[config.mk]
export PLATFORM = sky130hd
export DESIGN_NAME = dslc_top
export DESIGN_NICKNAME = d
export VERILOG_FILES = /design/src/common/dslc_pkg.sv /design/src/rtl/dslc_timer.sv /design/src/rtl/dslc_top.sv
export SDC_FILE = /design/constraint.sdc
export NUM_CORES = 1
export LEC_CHECK = 0
export BUFFER_PORTS_ARGS = -buffer_cell sky130_fd_sc_hd__buf_2
export CORE_AREA = 3 3 138 140
export CTS_CLUSTER_SIZE = 10
export DETAILED_ROUTE_END_ITERATION = 7
export DIE_AREA = 0 0 141 143
export GPL_TIMING_DRIVEN = 0
export PLACE_DENSITY_LB_ADDON = 0.2
export REMOVE_ABC_BUFFERS = 1
export SYNTH_ARGS = -nofsm -noshare
export SYNTH_HDL_FRONTEND = slang
export SYNTH_SLANG_ARGS = --single-unit
[constraint.sdc]
create_clock -name pclk -period 5.5 [get_ports pclk]
set_input_delay 1.1 -clock pclk [delete_from_list [all_inputs] [get_ports pclk]]
set_output_delay 1.1 -clock pclk [all_outputs]
set_load 0.01 [all_outputs]
[src/common/dslc_pkg.sv]
// Constants, types and lookup helpers of the dial start line controller.
// Summary of operation
// Exchange minimum tone field needs both detect selectors
// Exchange detect: dial after continuous tone duration
// Other exchange codes: fixed wait, no detection
// Transfer key then first tone detection when enabled
// Earth menu offered when transfer selector one zero
// Transfer selectors two, three pick recording tone pair
// Earth grounds line 200/300/500/700 ms
// Flash breaks line 80/110/250/500 ms
// All first tone selectors one: dial on tone; with tone_unsupported set, fixed 3.5 s wait
// Other first tone codes: fixed wait, no tone
// Remote ID second digit within 2 or 1 s
// Sending busy release per selectors five and six
// Receiving busy release chosen by selector seven
// Exchange minimum codes map 0 ms and 210 ms to 2.5 s
// Exchange detect codes map 3.5/5/7 s or detect
// First tone wait is 3.5 s times code plus one
// One-cycle dial start pulse on wait or tone
package dslc_pkg;

	// ------------------------------------------------------------------
	// Timing
	// ------------------------------------------------------------------
	localparam int CLK_PERIOD_NS = 10;
	localparam int NS_PER_MS     = 1000000;
	localparam int MS_CYCLES     = NS_PER_MS / CLK_PERIOD_NS;
	localparam int MS_W          = 15;

	typedef logic [MS_W-1:0] dslc_ms_t;

	localparam dslc_ms_t EXCH_MIN_MS [8] = '{15'd0, 15'd210, 15'd500,
		15'd800, 15'd900, 15'd1500, 15'd2000, 15'd2500};
	localparam dslc_ms_t EXCH_WAIT_MS [3] = '{15'd3500, 15'd5000, 15'd7000};
	localparam dslc_ms_t EARTH_MS [4] = '{15'd200, 15'd300, 15'd500, 15'd700};
	localparam dslc_ms_t FLASH_MS [4] = '{15'd80, 15'd110, 15'd250, 15'd500};
	localparam int       WAIT_UNIT_MS   = 3500;
	localparam dslc_ms_t RID_LONG_MS    = 15'd2000;
	localparam dslc_ms_t RID_SHORT_MS   = 15'd1000;

	// ------------------------------------------------------------------
	// Register map and reset values
	// ------------------------------------------------------------------
	localparam logic [7:0] ADDR_EXCH   = 8'h00;
	localparam logic [7:0] ADDR_XFER   = 8'h04;
	localparam logic [7:0] ADDR_FIRST  = 8'h08;
	localparam logic [7:0] ADDR_CTRL   = 8'h0c;
	localparam logic [7:0] ADDR_STATUS = 8'h10;
	localparam logic [7:0] ADDR_MASK   = 8'h14;
	localparam logic [7:0] ADDR_STATE  = 8'h18;
	localparam logic [7:0] SW_RESET    = 8'h00;
	localparam logic [6:0] CTRL_RESET  = 7'h00;
	localparam int         NUM_EVENTS  = 5;
	localparam logic [NUM_EVENTS-1:0] MASK_RESET = 5'h00;

	// Status and mask bit positions.
	localparam int EV_DIAL    = 0;
	localparam int EV_RELEASE = 1;
	localparam int EV_RID_OK  = 2;
	localparam int EV_RID_TO  = 3;
	localparam int EV_XFER    = 4;

	// Switch field positions (selector n is bit n-1).
	localparam int EX_MIN_HI  = 1;
	localparam int EX_DET_HI  = 5;
	localparam int EX_RKEY    = 7;
	localparam int XF_NOEARTH = 0;
	localparam int XF_PAIR_LO = 1;
	localparam int XF_EARTH   = 4;
	localparam int XF_FLASH   = 6;
	localparam int FT_CODE    = 0;
	localparam int FT_RID     = 3;
	localparam int FT_BUSY5   = 4;
	localparam int FT_BUSY6   = 5;
	localparam int FT_RXBUSY  = 6;

	// ------------------------------------------------------------------
	// Types
	// ------------------------------------------------------------------
	typedef struct packed {
		logic connected;
		logic dial_tone;
		logic busy_tone;
	} dslc_line_t;

	typedef struct packed {
		logic tone_unsupported;
		logic use_earth;
		logic remote_rx;
		logic auto_recv;
		logic auto_send;
		logic auto_call;
		logic exchange_mode;
	} dslc_ctrl_t;

	typedef enum logic [2:0] {
		S_IDLE, S_WAIT, S_DET_EXCH, S_DET_PUB, S_XFER, S_HOLD
	} dslc_state_t;

	// ------------------------------------------------------------------
	// Lookups
	// ------------------------------------------------------------------
	function automatic dslc_ms_t dslc_first_wait(input logic [2:0] code);
		dslc_first_wait = MS_W'(WAIT_UNIT_MS * (int'(code) + 1));
	endfunction

	function automatic logic [2:0] dslc_rev3(input logic [2:0] v);
		dslc_rev3 = {v[0], v[1], v[2]};
	endfunction

endpackage

[src/rtl/dslc_timer.sv]
// Millisecond down-counter with a one-cycle expiry pulse.
`timescale 1ns/100ps
module dslc_timer #(
	parameter int TICK_CYCLES = dslc_pkg::MS_CYCLES
) (
	input  wire logic             pclk,
	input  wire logic             presetn,
	input  wire logic             load,
	input  wire logic             stop,
	input  wire dslc_pkg::dslc_ms_t load_ms,
	output logic                  expired,
	output logic                  running
);
	import dslc_pkg::*;

	localparam int PW = $clog2(TICK_CYCLES + 1) + 1;

	if (TICK_CYCLES < 1) begin : g_chk
		$error("dslc_timer needs TICK_CYCLES of at least one");
	end

	logic [PW-1:0] pre_q;
	dslc_ms_t      cnt_q;
	wire           tick = (pre_q == PW'(TICK_CYCLES - 1));

	// A load of zero expires after the first tick, like a load of one.
	always_ff @(posedge pclk or negedge presetn) begin
		if (!presetn) begin
			pre_q   <= '0;
			cnt_q   <= '0;
			running <= 1'b0;
			expired <= 1'b0;
		end else if (load) begin
			pre_q   <= '0;
			cnt_q   <= load_ms;
			running <= 1'b1;
			expired <= 1'b0;
		end else if (stop || !running) begin
			running <= 1'b0;
			expired <= 1'b0;
		end else if (tick) begin
			pre_q   <= '0;
			cnt_q   <= cnt_q - 1'b1;
			running <= (cnt_q > 15'h0001);
			expired <= (cnt_q <= 15'h0001);
		end else begin
			pre_q   <= pre_q + 1'b1;
			expired <= 1'b0;
		end
	end

endmodule

[src/rtl/dslc_top.sv]
// Dial start line controller: call-setup sequencer with an APB slave.
//
// Design decisions made here: register access over APB and the address map.
`timescale 1ns/100ps
module dslc_top #(
	parameter int MS_TICK_CYCLES = dslc_pkg::MS_CYCLES,
	parameter int ADDR_W         = 8
) (
	input  wire logic              pclk,
	input  wire logic              presetn,
	input  wire logic              psel,
	input  wire logic              penable,
	input  wire logic              pwrite,
	input  wire logic [ADDR_W-1:0] paddr,
	input  wire logic [31:0]       pwdata,
	output logic      [31:0]       prdata,
	output logic                   pready,
	output logic                   pslverr,
	input  wire dslc_pkg::dslc_line_t line_in,
	input  wire logic              transfer_key,
	input  wire logic              remote_digit,
	output logic                   dial_start,
	output logic                   line_release,
	output logic                   earth_on,
	output logic                   flash_break,
	output logic                   earth_menu_en,
	output logic      [1:0]        tone_pair_sel,
	output logic                   remote_id_ok,
	output logic                   irq
);
	import dslc_pkg::*;

	if (ADDR_W < 8) begin : g_chk
		$error("dslc_top needs ADDR_W of at least eight");
	end

	// ------------------------------------------------------------------
	// Registers
	// ------------------------------------------------------------------
	logic [7:0]            exch_q, xfer_q, first_q;
	dslc_ctrl_t            ctrl_q;
	logic [NUM_EVENTS-1:0] status_q, mask_q;
	dslc_state_t           st_q;
	logic                  dialed_q, released_q, rid_armed_q;

	// ------------------------------------------------------------------
	// APB decode
	// ------------------------------------------------------------------
	wire [7:0] a8     = paddr[7:0];
	wire       a_high = (ADDR_W > 8) ? |(paddr >> 8) : 1'b0;
	wire       hit_ex = !a_high && (a8 == ADDR_EXCH);
	wire       hit_xf = !a_high && (a8 == ADDR_XFER);
	wire       hit_ft = !a_high && (a8 == ADDR_FIRST);
	wire       hit_ct = !a_high && (a8 == ADDR_CTRL);
	wire       hit_st = !a_high && (a8 == ADDR_STATUS);
	wire       hit_mk = !a_high && (a8 == ADDR_MASK);
	wire       hit_sa = !a_high && (a8 == ADDR_STATE);
	wire       mapped = hit_ex | hit_xf | hit_ft | hit_ct | hit_st | hit_mk
		| hit_sa;
	wire       wr_en  = psel && penable && pwrite && pready && mapped;
	wire [31:0] rd_data =
		hit_ex ? {24'h000000, exch_q} :
		hit_xf ? {24'h000000, xfer_q} :
		hit_ft ? {24'h000000, first_q} :
		hit_ct ? {25'h0, ctrl_q} :
		hit_st ? {27'h0, status_q} :
		hit_mk ? {27'h0, mask_q} :
		hit_sa ? {24'h000000, released_q, dialed_q, flash_break, earth_on,
			rid_armed_q, st_q} : 32'h00000000;

	// ------------------------------------------------------------------
	// Field decode
	// ------------------------------------------------------------------
	wire [2:0] ex_min_code = dslc_rev3(exch_q[EX_MIN_HI+2:EX_MIN_HI]);
	wire [1:0] ex_det_code = {exch_q[EX_DET_HI], exch_q[EX_DET_HI+1]};
	wire       ex_detect   = (ex_det_code == 2'b11);
	// The minimum duration is only looked up on the detect path.
	wire dslc_ms_t ex_min_ms  = EXCH_MIN_MS[ex_min_code];
	wire dslc_ms_t ex_wait_ms = EXCH_WAIT_MS[ex_det_code[1:0] == 2'b11 ?
		2'd0 : ex_det_code];
	wire [2:0] ft_code = dslc_rev3(first_q[FT_CODE+2:FT_CODE]);
	wire       pub_detect = (ft_code == 3'b111)
		&& !ctrl_q.tone_unsupported;
	wire dslc_ms_t pub_wait_ms = (ft_code == 3'b111) ?
		dslc_first_wait(3'b000) : dslc_first_wait(ft_code);
	wire       earth_ok  = !xfer_q[XF_NOEARTH];
	wire       use_earth = ctrl_q.use_earth && earth_ok;
	wire [1:0] earth_code = {xfer_q[XF_EARTH], xfer_q[XF_EARTH+1]};
	wire [1:0] flash_code = {xfer_q[XF_FLASH], xfer_q[XF_FLASH+1]};
	wire dslc_ms_t xfer_ms = use_earth ? EARTH_MS[earth_code]
		: FLASH_MS[flash_code];
	wire [1:0] pair_code = {xfer_q[XF_PAIR_LO], xfer_q[XF_PAIR_LO+1]};
	wire [1:0] pair_d = pair_code[1] ? 2'd2 : {1'b0, pair_code[0]};
	wire       rkey_first = ctrl_q.exchange_mode && ctrl_q.auto_call
		&& !exch_q[EX_RKEY];

	// ------------------------------------------------------------------
	// Sequencer
	// ------------------------------------------------------------------
	dslc_state_t st_d;
	logic        tmr_load, dial_ev, xfer_ev;
	dslc_ms_t    tmr_ms;
	logic        tmr_exp, rid_exp;

	always_comb begin
		st_d     = st_q;
		tmr_load = 1'b0;
		tmr_ms   = '0;
		dial_ev  = 1'b0;
		xfer_ev  = 1'b0;
		if (!line_in.connected) begin
			st_d = S_IDLE;
		end else begin
			case (st_q)
			S_IDLE: begin
				tmr_load = 1'b1;
				if (ctrl_q.exchange_mode && ex_detect) begin
					st_d   = S_DET_EXCH;
					tmr_ms = ex_min_ms;
				end else if (ctrl_q.exchange_mode) begin
					st_d   = S_WAIT;
					tmr_ms = ex_wait_ms;
				end else if (pub_detect) begin
					st_d     = S_DET_PUB;
					tmr_load = 1'b0;
				end else begin
					st_d   = S_WAIT;
					tmr_ms = pub_wait_ms;
				end
			end
			S_WAIT: begin
				if (tmr_exp) begin
					st_d    = S_HOLD;
					dial_ev = 1'b1;
				end
			end
			S_DET_EXCH: begin
				if (tmr_exp && line_in.dial_tone) begin
					st_d    = S_HOLD;
					dial_ev = 1'b1;
				end else if (!line_in.dial_tone) begin
					tmr_load = 1'b1;
					tmr_ms   = ex_min_ms;
				end
			end
			S_DET_PUB: begin
				if (line_in.dial_tone) begin
					st_d    = S_HOLD;
					dial_ev = 1'b1;
				end
			end
			S_HOLD: begin
				if (transfer_key) begin
					st_d     = S_XFER;
					tmr_load = 1'b1;
					tmr_ms   = xfer_ms;
				end
			end
			S_XFER: begin
				if (tmr_exp) begin
					xfer_ev = 1'b1;
					st_d    = S_HOLD;
					if (rkey_first && pub_detect) begin
						st_d = S_DET_PUB;
					end else if (rkey_first) begin
						st_d     = S_WAIT;
						tmr_load = 1'b1;
						tmr_ms   = pub_wait_ms;
					end
				end
			end
			default: st_d = S_IDLE;
			endcase
		end
	end

	dslc_timer #(.TICK_CYCLES(MS_TICK_CYCLES)) u_seq_tmr (
		.pclk    (pclk),
		.presetn (presetn),
		.load    (tmr_load),
		.stop    (!line_in.connected),
		.load_ms (tmr_ms),
		.expired (tmr_exp),
		.running ()
	);

	// ------------------------------------------------------------------
	// Remote ID window and busy release
	// ------------------------------------------------------------------
	wire rid_dig    = ctrl_q.remote_rx && line_in.connected && remote_digit;
	wire rid_first  = rid_dig && !rid_armed_q;
	wire rid_second = rid_dig && rid_armed_q;
	wire rid_to     = rid_armed_q && rid_exp && !rid_second;
	wire dslc_ms_t rid_ms = first_q[FT_RID] ? RID_SHORT_MS
		: RID_LONG_MS;

	dslc_timer #(.TICK_CYCLES(MS_TICK_CYCLES)) u_rid_tmr (
		.pclk    (pclk),
		.presetn (presetn),
		.load    (rid_first),
		.stop    (rid_second || !ctrl_q.remote_rx),
		.load_ms (rid_ms),
		.expired (rid_exp),
		.running ()
	);

	wire send_ok = ctrl_q.auto_send && first_q[FT_BUSY6]
		&& (first_q[FT_BUSY5] || dialed_q);
	wire recv_ok = ctrl_q.auto_recv && !first_q[FT_RXBUSY];
	wire rel_ev  = line_in.connected && line_in.busy_tone && !released_q
		&& (send_ok || recv_ok);

	// ------------------------------------------------------------------
	// Status, flags and outputs
	// ------------------------------------------------------------------
	wire [NUM_EVENTS-1:0] ev = {xfer_ev, rid_to, rid_second, rel_ev,
		dial_ev};
	wire [NUM_EVENTS-1:0] w1c = (wr_en && hit_st) ?
		pwdata[NUM_EVENTS-1:0] : '0;
	// A new event outweighs a clear written in the same cycle.
	wire [NUM_EVENTS-1:0] status_d = (status_q & ~w1c) | ev;

	always_ff @(posedge pclk or negedge presetn) begin
		if (!presetn) begin
			exch_q  <= SW_RESET;
			xfer_q  <= SW_RESET;
			first_q <= SW_RESET;
			ctrl_q  <= CTRL_RESET;
			mask_q  <= MASK_RESET;
		end else if (wr_en) begin
			if (hit_ex) exch_q <= pwdata[7:0];
			if (hit_xf) xfer_q <= pwdata[7:0];
			if (hit_ft) first_q <= pwdata[7:0];
			if (hit_ct) ctrl_q <= pwdata[6:0];
			if (hit_mk) mask_q <= pwdata[NUM_EVENTS-1:0];
		end
	end

	// The slave always answers with one wait-free access phase.
	always_ff @(posedge pclk or negedge presetn) begin
		if (!presetn) begin
			pready  <= 1'b0;
			pslverr <= 1'b0;
			prdata  <= '0;
		end else begin
			pready  <= psel && !penable;
			pslverr <= psel && !penable && !mapped;
			prdata  <= (psel && !penable && !pwrite) ? rd_data : '0;
		end
	end

	always_ff @(posedge pclk or negedge presetn) begin
		if (!presetn) begin
			st_q          <= S_IDLE;
			status_q      <= '0;
			irq           <= 1'b0;
			dial_start    <= 1'b0;
			line_release  <= 1'b0;
			remote_id_ok  <= 1'b0;
			earth_on      <= 1'b0;
			flash_break   <= 1'b0;
			earth_menu_en <= 1'b0;
			tone_pair_sel <= 2'd0;
			dialed_q      <= 1'b0;
			released_q    <= 1'b0;
			rid_armed_q   <= 1'b0;
		end else begin
			st_q          <= st_d;
			status_q      <= status_d;
			irq           <= |(status_d & mask_q);
			dial_start    <= dial_ev;
			line_release  <= rel_ev;
			remote_id_ok  <= rid_second;
			earth_on      <= (st_d == S_XFER) && use_earth;
			flash_break   <= (st_d == S_XFER) && !use_earth;
			earth_menu_en <= earth_ok;
			tone_pair_sel <= pair_d;
			dialed_q      <= line_in.connected && (dialed_q || dial_ev);
			released_q    <= line_in.connected && (released_q || rel_ev);
			rid_armed_q   <= rid_first || (rid_armed_q && !rid_second
				&& !rid_exp && ctrl_q.remote_rx && line_in.connected);
		end
	end
endmodule

==> results.sh <==
export IMPL_dp_hpwl_mm=15.7
export IMPL_cts_htree_levels=4
export IMPL_rsz0062_at_grt="no"
export IMPL_final_cells=1204
export IMPL_finalMaxSlewViolations=0
export IMPL_cp_end_kind="flop"
export IMPL_synth_flop_cell="dfrtp_1"
export IMPL_fmax_ghz=0.273
export IMPL_cts_buffers=17
export IMPL_wire_per_inst_microns=18.6
export IMPL_nets=1058
export IMPL_die_height_microns=143
export IMPL_clk_insertion_delay_late_ns=0.42
export IMPL_ys_types=69
export IMPL_clk_pin_slew_worst_paths_ns=0.06
export IMPL_dpl_cell_area_sq_um=9010
export IMPL_mostFrequentLayoutCells="136 x dfrtp_1, 64 x nand2_1, 56 x nor2_1"
export IMPL_syn_avg_cell_area_sq_um=9.25
export IMPL_drive_gt1_share_pct=13.8
export IMPL_initial_utilization_pct=48.5
export IMPL_cp_start_kind="flop"
export IMPL_clkSinkCount=136
export IMPL_post_cts_setup_buffers=0
export IMPL_clockBufferDepth=2
export IMPL_grt_pass1_vias=7154
export IMPL_vias_per_cell=6.19
export IMPL_synth_cells=941
export IMPL_timing_slew_headroom_pct=25.3
export IMPL_die_w_microns=141
export IMPL_fin_crit_ns=3.66
export IMPL_layout_area_overhead_vs_synth_pct=10.0
export IMPL_cap_violations=0
export IMPL_ir_drop_mv=0.223
export IMPL_portBuffers=44
export IMPL_cp_data_required_time_ns=5.82
export IMPL_synth_seq_area_share_pct=39.1
export IMPL_cts_tree="done"
export IMPL_final_hold_viol_count=0
export IMPL_power_density_nw_per_um2=241
export IMPL_grt_antenna_before_repair=0
export IMPL_holdBufCountCts=0
export IMPL_antenna_left=0
export IMPL_power_mw=2.31
export IMPL_grt_ovfl_total=0
export IMPL_rows=49
export IMPL_ios=93
export IMPL_fin_crit_sh_pct=66.5
export IMPL_crit_fanout=24
export IMPL_gp_congestion=0.891
export IMPL_core_sq_um=18000
export IMPL_syn_area_sq_um=8710
export IMPL_leakagePower_nw=4.22
export IMPL_worst_setup_path_type="flop to flop"
export IMPL_dr_pass1_iters=5
export IMPL_cp_data_arrival_time_ns=3.98
export IMPL_grt_first_pass_wirelength_mm=37.3
export IMPL_whs_ns=0.497
export IMPL_cts_resized=0
export IMPL_setup_violations=0
export IMPL_ys_ff_latch=136
export IMPL_synth_edf_count=0
export IMPL_die_area_sq_um=20200
export IMPL_synthArstFlopShare_pct=100
export IMPL_drc=0
export IMPL_grt_max_degree=84
export IMPL_status="finished clean"
export IMPL_finalInstanceArea_sq_um=9580
export IMPL_clockRootBuffer="clkbuf_16"
export IMPL_routed_wl_mm=22.4
export IMPL_tightest_slew_ns=1.12
export IMPL_n_antenna_cell=0
export IMPL_grtUsageTotal_pct=22.8
export IMPL_tns_ns=0
export IMPL_worst_clock_skew_ns=0.00918
export IMPL_drt_initial_drc_count=600
export IMPL_place_inst=1172
export IMPL_ys_warn_count=0
export IMPL_hold_path_class="flop to flop"
export IMPL_final_common_cell="dfrtp_1"
export IMPL_num_vias=7451
==> final timing paths <==
| path | startpoint | end | slack, ns | cells past startpoint |
|---|---|---|---|---|
| min | xfer_q[1] | tone_pair_sel[1] | 0.50 | 0 |
| min in group asynchronous | presetn | u_seq_tmr.cnt_q[7] | 0.64 | 1 |
| max in group asynchronous | presetn | u_rid_tmr.running | 4.09 | 2 |
| min reg2reg | xfer_q[1] | tone_pair_sel[1] | 0.50 | 0 |
| max reg2reg | first_q[2] | u_seq_tmr.pre_q[15] | 1.84 | 7 |
| max | first_q[2] | u_seq_tmr.pre_q[15] | 1.84 | 7 |
==> per-stage QoR <==
step,utilization (%),setup WS (ns)
2_1_floorplan,-,2.47
3_3_place_gp,49.7,1.32
3_5_place_dp,50.2,1.78
4_1_cts,53.3,1.87
5_1_grt,53.3,1.53
6_report,53.3,1.84
==> synth_stat cells (all sizes together) (4+ instances only) <==
| cell | count | share of area [%] |
|---|---|---|
| dfrtp | 136 | 39 |
| nand2 | 64 | 2.8 |
| nor2 | 57 | 2.5 |
| ha | 44 | 6.3 |
| inv | 44 | 1.9 |
| a21oi | 41 | 2.4 |
| clkbuf | 41 | 1.8 |
| nand3 | 37 | 2.1 |
| mux2 | 36 | 4.7 |
| o21ai | 35 | 2.0 |
| a31oi | 31 | 2.2 |
| nor3 | 30 | 1.8 |
| buf | 28 | 2.4 |
| mux2i | 21 | 2.4 |
| nand4 | 20 | 1.4 |
| nor4 | 20 | 1.4 |
| or3 | 20 | 1.4 |
| or4 | 19 | 1.7 |
| o31ai | 17 | 1.5 |
| nand2b | 16 | 1.1 |
| xnor2 | 14 | 1.4 |
| o22ai | 12 | 0.86 |
| and3 | 11 | 0.79 |
| a211oi | 10 | 0.86 |
| a2111oi | 9 | 0.91 |
| and2 | 9 | 0.65 |
| nor2b | 9 | 0.65 |
| o32ai | 8 | 0.80 |
| or2 | 8 | 0.57 |
| a311oi | 6 | 0.60 |
| a32oi | 6 | 0.60 |
| o21a | 6 | 0.52 |
| xor2 | 6 | 0.60 |
| a21o | 5 | 0.43 |
| a22oi | 5 | 0.43 |
| nand4b | 5 | 0.50 |
| a32o | 4 | 0.46 |
| and4 | 4 | 0.40 |
==> routing by layer <==
| layer | track usage, % | share of wire, % | vias to the layer above |
|---|---|---|---|
| li1 | - | - | 3546 |
| met1 | 33.1 | 47 | 3638 |
| met2 | 35.3 | 46 | 228 |
| met3 | 3.68 | 5.0 | 39 |
| met4 | 7.29 | 2.0 | 0 |
| met5 | 0 | 0 | - |
==> power breakdown <==
part | internal [mW] | switching [mW]
Sequential | 1.02 | 0.0261
Combinational | 0.0486 | 0.0983
Clock | 0.634 | 0.482
Total | 1.71 | 0.607
==> worst max-delay path, stage by stage (launching register included) <==
cell and delay (ns):
dfrtp_1 0.69, ha_1 0.25, ha_1 0.40, nand2b_1 0.20, o21ai_0 0.44, a41o_1 0.85
nand2_1 0.34, o32ai_1 0.35
==> flip-flops by register name (all words and copies together) (netlist names), 2 cells and up <==
| signal | count |
|---|---|
| first_q | 8 |
| u_rid_tmr.cnt_q | 15 |
| ctrl_q | 7 |
| u_rid_tmr.pre_q | 18 |
| xfer_q | 8 |
| u_seq_tmr.pre_q | 18 |
| tone_pair_sel | 2 |
| prdata | 8 |
| status_q | 5 |
| mask_q | 5 |
| st_q | 3 |
| exch_q | 8 |
| u_seq_tmr.cnt_q | 15 |
==> final cells by class <==
| type | instances | area (sq um) |
|---|---|---|
| fillers | 1658 | 8380 |
| inverters | 44 | 165 |
| well taps | 229 | 287 |
| multi-input cells | 715 | 4880 |
| clock inverters | 14 | 138 |
| repair buffers | 48 | 282 |
| flip-flops and latches | 136 | 3400 |
| clock buffers | 18 | 429 |
==> cell families (layout without fill, tap and decap cells) <==
| family | count (synthesis) | in the layout | share of synthesized area (%) |
|---|---|---|---|
| AOI/OAI and AO/OA | 227 | 227 | 17.8 |
| xor gates and xnor gates | 20 | 20 | 2.01 |
| adders and majority gates | 46 | 46 | 6.78 |
| buffers and inverters | 113 | 124 | 6.08 |
| DFF | 136 | 136 | 39.1 |
| muxes | 57 | 57 | 7.07 |
| other | 1 | 24 | 0.0431 |
| and+or+nand+nor | 341 | 341 | 21.1 |
No activity file was read; power rests on OpenSTA's default activity.
